$ cat src/verilog/pwm_protect_pkg.sv
/*
  Constants for the PWM fault, update-hold and trigger block.
  Assumes an APB slave with 32-bit data, one register per aligned word.
*/
package pwm_protect_pkg;

  // ==========================================================
  // Register byte offsets
  localparam logic [7:0] FAULT_CFG_OFS = 8'h00;
  localparam logic [7:0] CONTROL_B_OFS = 8'h04;
  localparam logic [7:0] TRIG_CMP_OFS = 8'h08;
  localparam logic [7:0] PERIOD_OFS = 8'h0C;
  localparam logic [7:0] DUTY0_OFS = 8'h10;
  localparam logic [7:0] STATUS_OFS = 8'h20;

  // ==========================================================
  // Field positions
  localparam int FAULT_EN_POS = 0;
  localparam int FAULT_MODE_POS = 1;
  localparam int FAULT_STAT_POS = 2;
  localparam int BREAK_EN_POS = 7;
  localparam int HOLD_POS = 1;
  localparam int DIR_POS = 3;
  localparam int POST_LSB = 4;

  // ==========================================================
  // Reset values and sizes
  localparam logic [7:0] FAULT_CFG_RST = 8'h00;
  localparam logic [7:0] CONTROL_B_RST = 8'h00;
  localparam logic [11:0] TRIG_CMP_RST = 12'h000;
  localparam logic [11:0] PERIOD_RST = 12'h000;
  localparam logic [13:0] DUTY_RST = 14'h0000;
  localparam int DUTY_COUNT = 4;
  localparam int CHANNELS = 6;

  // Time-base modes
  localparam logic [1:0] TB_FREE = 2'h0;
  localparam logic [1:0] TB_SINGLE = 2'h1;
  localparam logic [1:0] TB_UPDOWN = 2'h2;
  localparam logic [1:0] TB_UPDOWN_INT = 2'h3;

  typedef enum logic [2:0] {
    FLT_RUN = 3'b001,
    FLT_HOLD = 3'b010,
    FLT_WAIT = 3'b100
  } fault_state_t;

endpackage

$ cat src/verilog/trigger_postscale.sv
/*
  Special event trigger compare with postscaler.
  Assumes time-base count and direction are synchronous to mclk.
*/
`timescale 1ns/1ns
module trigger_postscale
  import pwm_protect_pkg::*;
(
  input wire logic mclk,
  input wire logic srst,
  input wire logic [11:0] timebase_count,
  input wire logic count_down,
  input wire logic [1:0] timebase_mode,
  input wire logic [11:0] trigger_compare,
  input wire logic trigger_direction,
  input wire logic [3:0] trigger_postscale,
  input wire logic cmp_write,
  output logic trigger_pulse
);

  logic [3:0] post_reg;
  logic [3:0] post_next;
  logic pulse_reg;
  logic pulse_next;
  logic match;
  logic dir_ok;
  logic [11:0] last_reg;

  // ==========================================================
  // Compare
  always_comb begin
    if (timebase_mode == TB_UPDOWN || timebase_mode == TB_UPDOWN_INT) begin
      dir_ok = (count_down == trigger_direction);
    end else begin
      dir_ok = 1'b1;
    end
    // One hit per arrival at the compare value; always armed
    match = (timebase_count == trigger_compare) && (last_reg != timebase_count)
            && (trigger_compare != 12'h000) && dir_ok;
  end

  // ==========================================================
  // Postscaler
  always_comb begin
    post_next = post_reg;
    pulse_next = 1'b0;
    if (cmp_write) begin
      post_next = 4'h0;
    end else if (match) begin
      if (post_reg >= trigger_postscale) begin
        post_next = 4'h0;
        pulse_next = 1'b1;
      end else begin
        post_next = post_reg + 4'h1;
      end
    end
  end

  always_ff @(posedge mclk) begin
    if (srst) begin
      post_reg <= 4'h0;
      pulse_reg <= 1'b0;
      last_reg <= 12'h000;
    end else begin
      post_reg <= post_next;
      pulse_reg <= pulse_next;
      last_reg <= timebase_count;
    end
  end

  assign trigger_pulse = pulse_reg;

endmodule

$ cat src/verilog/pwm_fault_lockout_trigger.sv
/*
  PWM protection: fault forcing, update hold, special event trigger, APB registers.
  Assumes the time base supplies count, direction, mode and period start,
  all synchronous to mclk; fault_in_n may be asynchronous.
*/
`timescale 1ns/1ns
// Functional notes
// Fault input is active low so open-drain sources can share it.
// Fault input acts only while the fault enable bit is set.
// Latched mode: outputs inactive until input high and status cleared.
// Latched mode: outputs resume at next period start after status clear.
// Cycle mode: inactive while low; resume and self-clear at next period.
// Status bit sets on asserted fault, reads zero when none.
// Software clears status in latched mode; hardware never does.
// Break-fault enable makes a debug breakpoint force the fault.
// Update hold blocks buffer-to-active transfer of duty and period.
// Releasing hold loads all pending buffers together.
// Software sets hold, writes buffers, then clears hold.
// Trigger pulse when time-base count equals trigger compare.
// Up/down mode: direction bit picks up or down phase.
// Direction bit ignored in other time-base modes.
// No trigger while compare value is zero.
// Trigger generation is always active, no enable.
// Forced inactive levels follow high and low side polarity.
// Postscaler 1:1 to 1:16, cleared on compare write or reset.
// Fault input passes a two-flop synchroniser first.
// Fault forcing overrides all upstream output logic.
module pwm_fault_lockout_trigger
  import pwm_protect_pkg::*;
(
  input wire logic mclk,
  input wire logic srst,
  input wire logic psel,
  input wire logic penable,
  input wire logic pwrite,
  input wire logic [7:0] paddr,
  input wire logic [31:0] pwdata,
  output logic [31:0] prdata,
  output logic pready,
  output logic pslverr,
  input wire logic fault_in_n,
  input wire logic debug_break,
  input wire logic high_side_polarity,
  input wire logic low_side_polarity,
  input wire logic [CHANNELS-1:0] pwm_raw,
  input wire logic [11:0] timebase_count,
  input wire logic count_down,
  input wire logic [1:0] timebase_mode,
  input wire logic period_start,
  output logic [CHANNELS-1:0] pwm_out,
  output logic [11:0] period_active,
  output logic [14*DUTY_COUNT-1:0] duty_active,
  output logic trigger_pulse
);

  // ==========================================================
  // State
  logic sync1_reg;
  logic sync2_reg;
  logic [7:0] fault_configuration_reg;
  logic [7:0] fault_configuration_next;
  logic [7:0] pwm_control_b_reg;
  logic [7:0] pwm_control_b_next;
  logic [11:0] trigger_compare_reg;
  logic [11:0] trigger_compare_next;
  logic [11:0] period_buf_reg;
  logic [11:0] period_buf_next;
  logic [11:0] period_value_reg;
  logic [11:0] period_value_next;
  logic [13:0] duty_buf_reg [DUTY_COUNT];
  logic [13:0] duty_buf_next [DUTY_COUNT];
  logic [13:0] duty_act_reg [DUTY_COUNT];
  logic [13:0] duty_act_next [DUTY_COUNT];
  fault_state_t fstate_reg;
  fault_state_t fstate_next;
  logic [CHANNELS-1:0] pwm_out_reg;
  logic [CHANNELS-1:0] pwm_out_next;
  logic [31:0] prdata_reg;
  logic [31:0] prdata_next;
  logic pready_reg;
  logic pready_next;
  logic pslverr_reg;
  logic pslverr_next;
  logic cmp_write;
  logic fault_now;
  logic force_off;
  logic wr_go;
  logic rd_go;
  logic hit;

  function automatic logic addr_is(input logic [7:0] a, input logic [7:0] ofs);
    addr_is = (a == ofs);
  endfunction

  function automatic logic duty_hit(input logic [7:0] a);
    duty_hit = (a >= DUTY0_OFS) && (a < DUTY0_OFS + 8'(4 * DUTY_COUNT)) && (a[1:0] == 2'b00);
  endfunction

  // Word index of a duty buffer within its block of offsets
  function automatic logic [1:0] duty_index(input logic [7:0] a);
    duty_index = 2'((a - DUTY0_OFS) >> 2);
  endfunction

  // ==========================================================
  // Fault synchroniser
  always_ff @(posedge mclk) begin
    if (srst) begin
      sync1_reg <= 1'b1;
      sync2_reg <= 1'b1;
    end else begin
      sync1_reg <= fault_in_n;
      sync2_reg <= sync1_reg;
    end
  end

  // ==========================================================
  // APB access
  // One wait state: the answer is registered from the access phase
  always_comb begin
    wr_go = psel && penable && pwrite && !pready_reg;
    rd_go = psel && penable && !pwrite && !pready_reg;
    hit = addr_is(paddr, FAULT_CFG_OFS) || addr_is(paddr, CONTROL_B_OFS)
          || addr_is(paddr, TRIG_CMP_OFS) || addr_is(paddr, PERIOD_OFS)
          || duty_hit(paddr) || addr_is(paddr, STATUS_OFS);
    pready_next = psel && penable && !pready_reg;
    pslverr_next = psel && penable && !pready_reg && !hit;
    cmp_write = wr_go && addr_is(paddr, TRIG_CMP_OFS);
    prdata_next = 32'h0000_0000;
    if (rd_go) begin
      if (addr_is(paddr, FAULT_CFG_OFS)) begin
        prdata_next = {24'h00_0000, fault_configuration_reg};
      end else if (addr_is(paddr, CONTROL_B_OFS)) begin
        prdata_next = {24'h00_0000, pwm_control_b_reg};
      end else if (addr_is(paddr, TRIG_CMP_OFS)) begin
        prdata_next = {20'h0_0000, trigger_compare_reg};
      end else if (addr_is(paddr, PERIOD_OFS)) begin
        prdata_next = {20'h0_0000, period_buf_reg};
      end else if (duty_hit(paddr)) begin
        prdata_next = {18'h0000, duty_buf_reg[duty_index(paddr)]};
      end else if (addr_is(paddr, STATUS_OFS)) begin
        prdata_next = {29'h000_0000, force_off, fstate_reg != FLT_RUN, sync2_reg};
      end
    end
  end

  // ==========================================================
  // Fault state and configuration
  always_comb begin
    fault_configuration_next = fault_configuration_reg;
    pwm_control_b_next = pwm_control_b_reg;
    trigger_compare_next = trigger_compare_reg;
    fstate_next = fstate_reg;
    fault_now = (!sync2_reg && fault_configuration_reg[FAULT_EN_POS])
                || (debug_break && fault_configuration_reg[BREAK_EN_POS]);
    if (wr_go && addr_is(paddr, FAULT_CFG_OFS)) begin
      fault_configuration_next[BREAK_EN_POS] = pwdata[BREAK_EN_POS];
      fault_configuration_next[FAULT_MODE_POS] = pwdata[FAULT_MODE_POS];
      fault_configuration_next[FAULT_EN_POS] = pwdata[FAULT_EN_POS];
      // Status is write-zero-to-clear only
      if (!pwdata[FAULT_STAT_POS]) begin
        fault_configuration_next[FAULT_STAT_POS] = 1'b0;
      end
    end
    if (wr_go && addr_is(paddr, CONTROL_B_OFS)) begin
      pwm_control_b_next = pwdata[7:0] & 8'hFA;
    end
    if (cmp_write) begin
      trigger_compare_next = pwdata[11:0];
    end
    case (fstate_reg)
      FLT_RUN: begin
        if (fault_now) begin
          fstate_next = FLT_HOLD;
        end
      end
      FLT_HOLD: begin
        if (!fault_now) begin
          if (fault_configuration_reg[FAULT_MODE_POS]) begin
            fstate_next = FLT_WAIT;
          end else if (!fault_configuration_next[FAULT_STAT_POS]) begin
            fstate_next = FLT_WAIT;
          end
        end
      end
      // Outputs come back only on a period start, never mid-period
      FLT_WAIT: begin
        if (fault_now) begin
          fstate_next = FLT_HOLD;
        end else if (period_start) begin
          fstate_next = FLT_RUN;
          if (fault_configuration_reg[FAULT_MODE_POS]) begin
            fault_configuration_next[FAULT_STAT_POS] = 1'b0;
          end
        end
      end
      default: fstate_next = FLT_RUN;
    endcase
    // Set wins over any clear in the same cycle
    if (fault_now) begin
      fault_configuration_next[FAULT_STAT_POS] = 1'b1;
    end
    force_off = fault_now || (fstate_reg != FLT_RUN);
  end

  // ==========================================================
  // Output forcing with polarity
  always_comb begin
    for (int i = 0; i < CHANNELS; i++) begin
      if (force_off) begin
        // Odd channels are high side; the inactive level equals the polarity bit
        pwm_out_next[i] = i[0] ? high_side_polarity : low_side_polarity;
      end else begin
        pwm_out_next[i] = pwm_raw[i];
      end
    end
  end

  // ==========================================================
  // Update hold buffers
  always_comb begin
    period_buf_next = period_buf_reg;
    period_value_next = period_value_reg;
    for (int d = 0; d < DUTY_COUNT; d++) begin
      duty_buf_next[d] = duty_buf_reg[d];
      duty_act_next[d] = duty_act_reg[d];
    end
    if (wr_go && addr_is(paddr, PERIOD_OFS)) begin
      period_buf_next = pwdata[11:0];
    end
    if (wr_go && duty_hit(paddr)) begin
      duty_buf_next[duty_index(paddr)] = pwdata[13:0];
    end
    // Actives track the buffers every cycle while the hold is clear
    if (!pwm_control_b_reg[HOLD_POS]) begin
      period_value_next = period_buf_reg;
      for (int d = 0; d < DUTY_COUNT; d++) begin
        duty_act_next[d] = duty_buf_reg[d];
      end
    end
  end

  always_ff @(posedge mclk) begin
    if (srst) begin
      fault_configuration_reg <= FAULT_CFG_RST;
      pwm_control_b_reg <= CONTROL_B_RST;
      trigger_compare_reg <= TRIG_CMP_RST;
      period_buf_reg <= PERIOD_RST;
      period_value_reg <= PERIOD_RST;
      fstate_reg <= FLT_RUN;
      pwm_out_reg <= {CHANNELS{1'b0}};
      prdata_reg <= 32'h0000_0000;
      pready_reg <= 1'b0;
      pslverr_reg <= 1'b0;
      for (int d = 0; d < DUTY_COUNT; d++) begin
        duty_buf_reg[d] <= DUTY_RST;
        duty_act_reg[d] <= DUTY_RST;
      end
    end else begin
      fault_configuration_reg <= fault_configuration_next;
      pwm_control_b_reg <= pwm_control_b_next;
      trigger_compare_reg <= trigger_compare_next;
      period_buf_reg <= period_buf_next;
      period_value_reg <= period_value_next;
      fstate_reg <= fstate_next;
      pwm_out_reg <= pwm_out_next;
      prdata_reg <= prdata_next;
      pready_reg <= pready_next;
      pslverr_reg <= pslverr_next;
      for (int d = 0; d < DUTY_COUNT; d++) begin
        duty_buf_reg[d] <= duty_buf_next[d];
        duty_act_reg[d] <= duty_act_next[d];
      end
    end
  end

  genvar g;
  generate
    for (g = 0; g < DUTY_COUNT; g++) begin : g_duty
      assign duty_active[14*g +: 14] = duty_act_reg[g];
    end
  endgenerate

  // ==========================================================
  // Special event trigger
  trigger_postscale u_trig (
    .mclk(mclk),
    .srst(srst),
    .timebase_count(timebase_count),
    .count_down(count_down),
    .timebase_mode(timebase_mode),
    .trigger_compare(trigger_compare_reg),
    .trigger_direction(pwm_control_b_reg[DIR_POS]),
    .trigger_postscale(pwm_control_b_reg[POST_LSB +: 4]),
    .cmp_write(cmp_write),
    .trigger_pulse(trigger_pulse)
  );

  assign pwm_out = pwm_out_reg;
  assign period_active = period_value_reg;
  assign prdata = prdata_reg;
  assign pready = pready_reg;
  assign pslverr = pslverr_reg;

endmodule

$ cat config.mk
export PLATFORM = sky130hd
export DESIGN_NAME = pwm_fault_lockout_trigger
export DESIGN_NICKNAME = d
export VERILOG_FILES = /design/src/verilog/pwm_protect_pkg.sv /design/src/verilog/trigger_postscale.sv /design/src/verilog/pwm_fault_lockout_trigger.sv
export SDC_FILE = /design/constraint.sdc
export NUM_CORES = 1
export LEC_CHECK = 0
export ABC_AREA = 1
export BUFFER_PORTS_ARGS = -buffer_cell sky130_fd_sc_hd__clkbuf_2
export CORE_MARGIN = 3
export CORE_UTILIZATION = 59
export CTS_CLUSTER_DIAMETER = 50
export DETAILED_ROUTE_END_ITERATION = 8
export PLACE_DENSITY = 0.83
export SETUP_SLACK_MARGIN = 0.1
export SKIP_LAST_GASP = 1
export SLEW_MARGIN = 30
export SYNTH_ARGS = -nofsm -noshare
export SYNTH_HDL_FRONTEND = slang
export SYNTH_HIERARCHICAL = 1
export SYNTH_SLANG_ARGS = --single-unit
export TNS_END_PERCENT = 5
$ cat constraint.sdc
create_clock -name mclk -period 4 [get_ports mclk]
set_input_delay 0.8 -clock mclk [delete_from_list [all_inputs] [get_ports mclk]]
set_output_delay 0.8 -clock mclk [all_outputs]
set_load 0.02 [all_outputs]
==> impl_metrics.tcl <==
set metrics [dict create \
    clkSlewWorstSetupHoldPaths_ps 60 \
    ios 180 \
    core_area_sq_um 13560 \
    grt_usage_pct 27.00 \
    powerDensity_nw_per_um2 463.6 \
    async_flop_share_pct 0 \
    fp-row-count 42 \
    maxCapViolations 0 \
    grt_pass1_vias 6774 \
    grt_pass1_wl_um 34780 \
    num-nets-final 1261 \
    multiInputGateArea_sq_um 3577 \
    grt_setup_unrepaired "false" \
    final_cell_mix "202 x dfxtp_1, 167 x o21ai_0, 144 x a21oi_1" \
    clockBufferDepth 3 \
    antenna_cells 0 \
    p_sw_w 0.001061 \
    worst_setup_path_end_kind "register" \
    p_clk_share_pct 45.9 \
    synthesis.area_sq_um 8378 \
    die_x_um 125.2 \
    cts_hold_buf 0 \
    viasPerCell 5.487 \
    power.internal_w 0.003479 \
    ff_latch_area_sq_um 4044 \
    cp.required_ps 4420 \
    fmax_mhz 448.4 \
    ys_types 41 \
    hold_class "reg2reg" \
    post_dp_cell_area_sq_um 9046 \
    timing.final.crit_share_pct 55.76 \
    synth-seq-cells 202 \
    ctsResizeCount 0 \
    setup_viol 0 \
    worstMarginPinSlew_ps 889.4 \
    cts-htree-levels 1 \
    fin_area_sq_um 9794 \
    ant_nets 0 \
    crit_arrival_ps 2650 \
    final_common_cell "dfxtp_1" \
    pwr-share-comb_pct 8.7 \
    grt.overflow.total 0 \
    clock-root-buffer "clkbuf_16" \
    yosysSeqAreaShare_pct 48.27 \
    portBuffers 142 \
    dieArea_sq_um 15670 \
    clock-sinks 202 \
    outcome "completed" \
    whs_ps 424.6 \
    cts_tree "yes" \
    crit_type "in2reg" \
    ys.warnings.count 6 \
    slew_headroom_pct 40.62 \
    synthTopCellsByArea "dfxtp_1 48%, o21ai_0 10%, a21oi_1 8.6%" \
    place_hpwl_um 15250 \
    insertion_delay_ps 490 \
    n_fill_cell 1076 \
    p_sw_share_pct 23.37 \
    synth.top_cell.area_share_pct 48.27 \
    synthFlopType "dfxtp_1" \
    vias 7545 \
    cp-start-kind "input pin" \
    final.min_clock_period_ps 2230 \
    drc 0 \
    drt_wl_total_um 21970 \
    timing_hold_violations_final 0 \
    drtPass1Iterations 6 \
    syn_area_per_cell_sq_um 7.837 \
    drtIter0Drc 805 \
    area_delta_synth_final_pct 16.91 \
    die_y_um 125.2 \
    fin_setup_tns_ps 0 \
    dp.cells 1339 \
    drive_gt1_share_pct 18.43 \
    post_cts_buffers 0 \
    synth_edf_count 0 \
    cp_max_fo 13 \
    vdd_drop_max_mv 0.4973 \
    cts_buffers 20 \
    wire_per_inst_um 15.98 \
    synth_top_cell_by_area "dfxtp_1" \
    power.static_leakage_nw 4.240 \
    layout.cells.non_filler 1375 \
    final_max_slew_viol_count 0 \
    p_seq_share_pct 45.4 \
    worst_clock_skew_ps 10.80 \
    grt_max_degree 144 \
    final_util_pct 72.24 \
    antenna_found_initial 0 \
    start_util_pct 61.79 \
    syn_inst 1069 \
    gp_congestion 0.9072 \
]
cell families (layout without fill, tap and decap cells):
group	Yosys count	in the layout	share of synthesized area [%]
compound gates	350	350	21.64
fa+ha+maj	5	5	0.7467
xor+xnor	21	21	2.195
flops	202	202	48.27
other cells	1	18	0.04476
simple gates	302	302	17.31
buf+inv	188	301	9.797
cell type report:
| class | count | share of cell area (%) |
|---|---|---|
| flip-flops and latches | 202 | 41.29 |
| multi-input cells | 696 | 36.52 |
| repair buffers | 144 | 7.665 |
| clock buffers | 28 | 6.145 |
| inverters | 121 | 4.637 |
| well taps | 176 | 2.248 |
| clock inverters | 8 | 1.495 |
critical path, cell delays in order:
cell and delay (ps):
clkbuf_2 170, nand2_1 320, nor2_2 470, nand2_1 350, inv_2 290, o21ai_0 110, a21oi_1 130
power groups by stage:
stage	Sequential [W]	Combinational (W)	Clock [W]
after floorplan	0.00213	0.000253	0
after global placement	0.00211	0.000373	0
after detailed placement	0.00211	0.000381	0
after CTS	0.00206	0.000385	0.00209
after global routing	0.00207	0.000438	0.00218
final	0.00206	0.000393	0.00208
worst paths after layout:
kind,cells past startpoint,slack [ps],endpoint,from
setup reg to reg,4,2160,duty_act_reg[0][11]$_SDFFE_PP0N_,pwm_control_b_reg[1]$_SDFFE_PP0P_
hold / removal,1,420,sync2_reg$_SDFF_PP1_,sync1_reg$_SDFF_PP1_
hold reg to reg,1,420,sync2_reg$_SDFF_PP1_,sync1_reg$_SDFF_PP1_
setup / recovery,7,1770,period_buf_reg[2]$_SDFFE_PP0P_,paddr[2]
per-stage QoR:
stage                     worst slack [ps]  total power, W
after CTS                             1797        0.004544
final                                 1770        0.004540
after floorplan                       2142        0.002382
after detailed placement              1334        0.002490
after global routing                  1582        0.004690
after global placement                1350        0.002481
Yosys cell counts, types with 4 or more instances:
| master | instances |
|---|---|
| a21oi_1 | 144 |
| buf_2 | 10 |
| buf_4 | 21 |
| clkbuf_1 | 32 |
| dfxtp_1 | 202 |
| ha_1 | 5 |
| inv_1 | 112 |
| inv_2 | 8 |
| nand2_1 | 89 |
| nand2_2 | 4 |
| nand3_1 | 23 |
| nand3_4 | 4 |
| nand3b_1 | 4 |
| nand4_1 | 9 |
| nor2_1 | 135 |
| nor2_2 | 6 |
| nor2_4 | 7 |
| nor3_1 | 4 |
| o211ai_1 | 4 |
| o21ai_0 | 167 |
| o21ai_1 | 5 |
| o22ai_1 | 20 |
| xnor2_1 | 17 |
| xor2_1 | 4 |
layer usage:
layer / vias up / wire (um) / part of all wire, % / GRT usage (%)
met1: 3415 / 9308 / 42 / 38.25
met2: 346 / 9956 / 45 / 42.58
li1: 3730 / - / - / -
met5: - / 0 / 0 / 0
met3: 54 / 1986 / 9.0 / 4.435
met4: 0 / 717 / 3.3 / 8.418
Power figures use the tool's default switching activity.
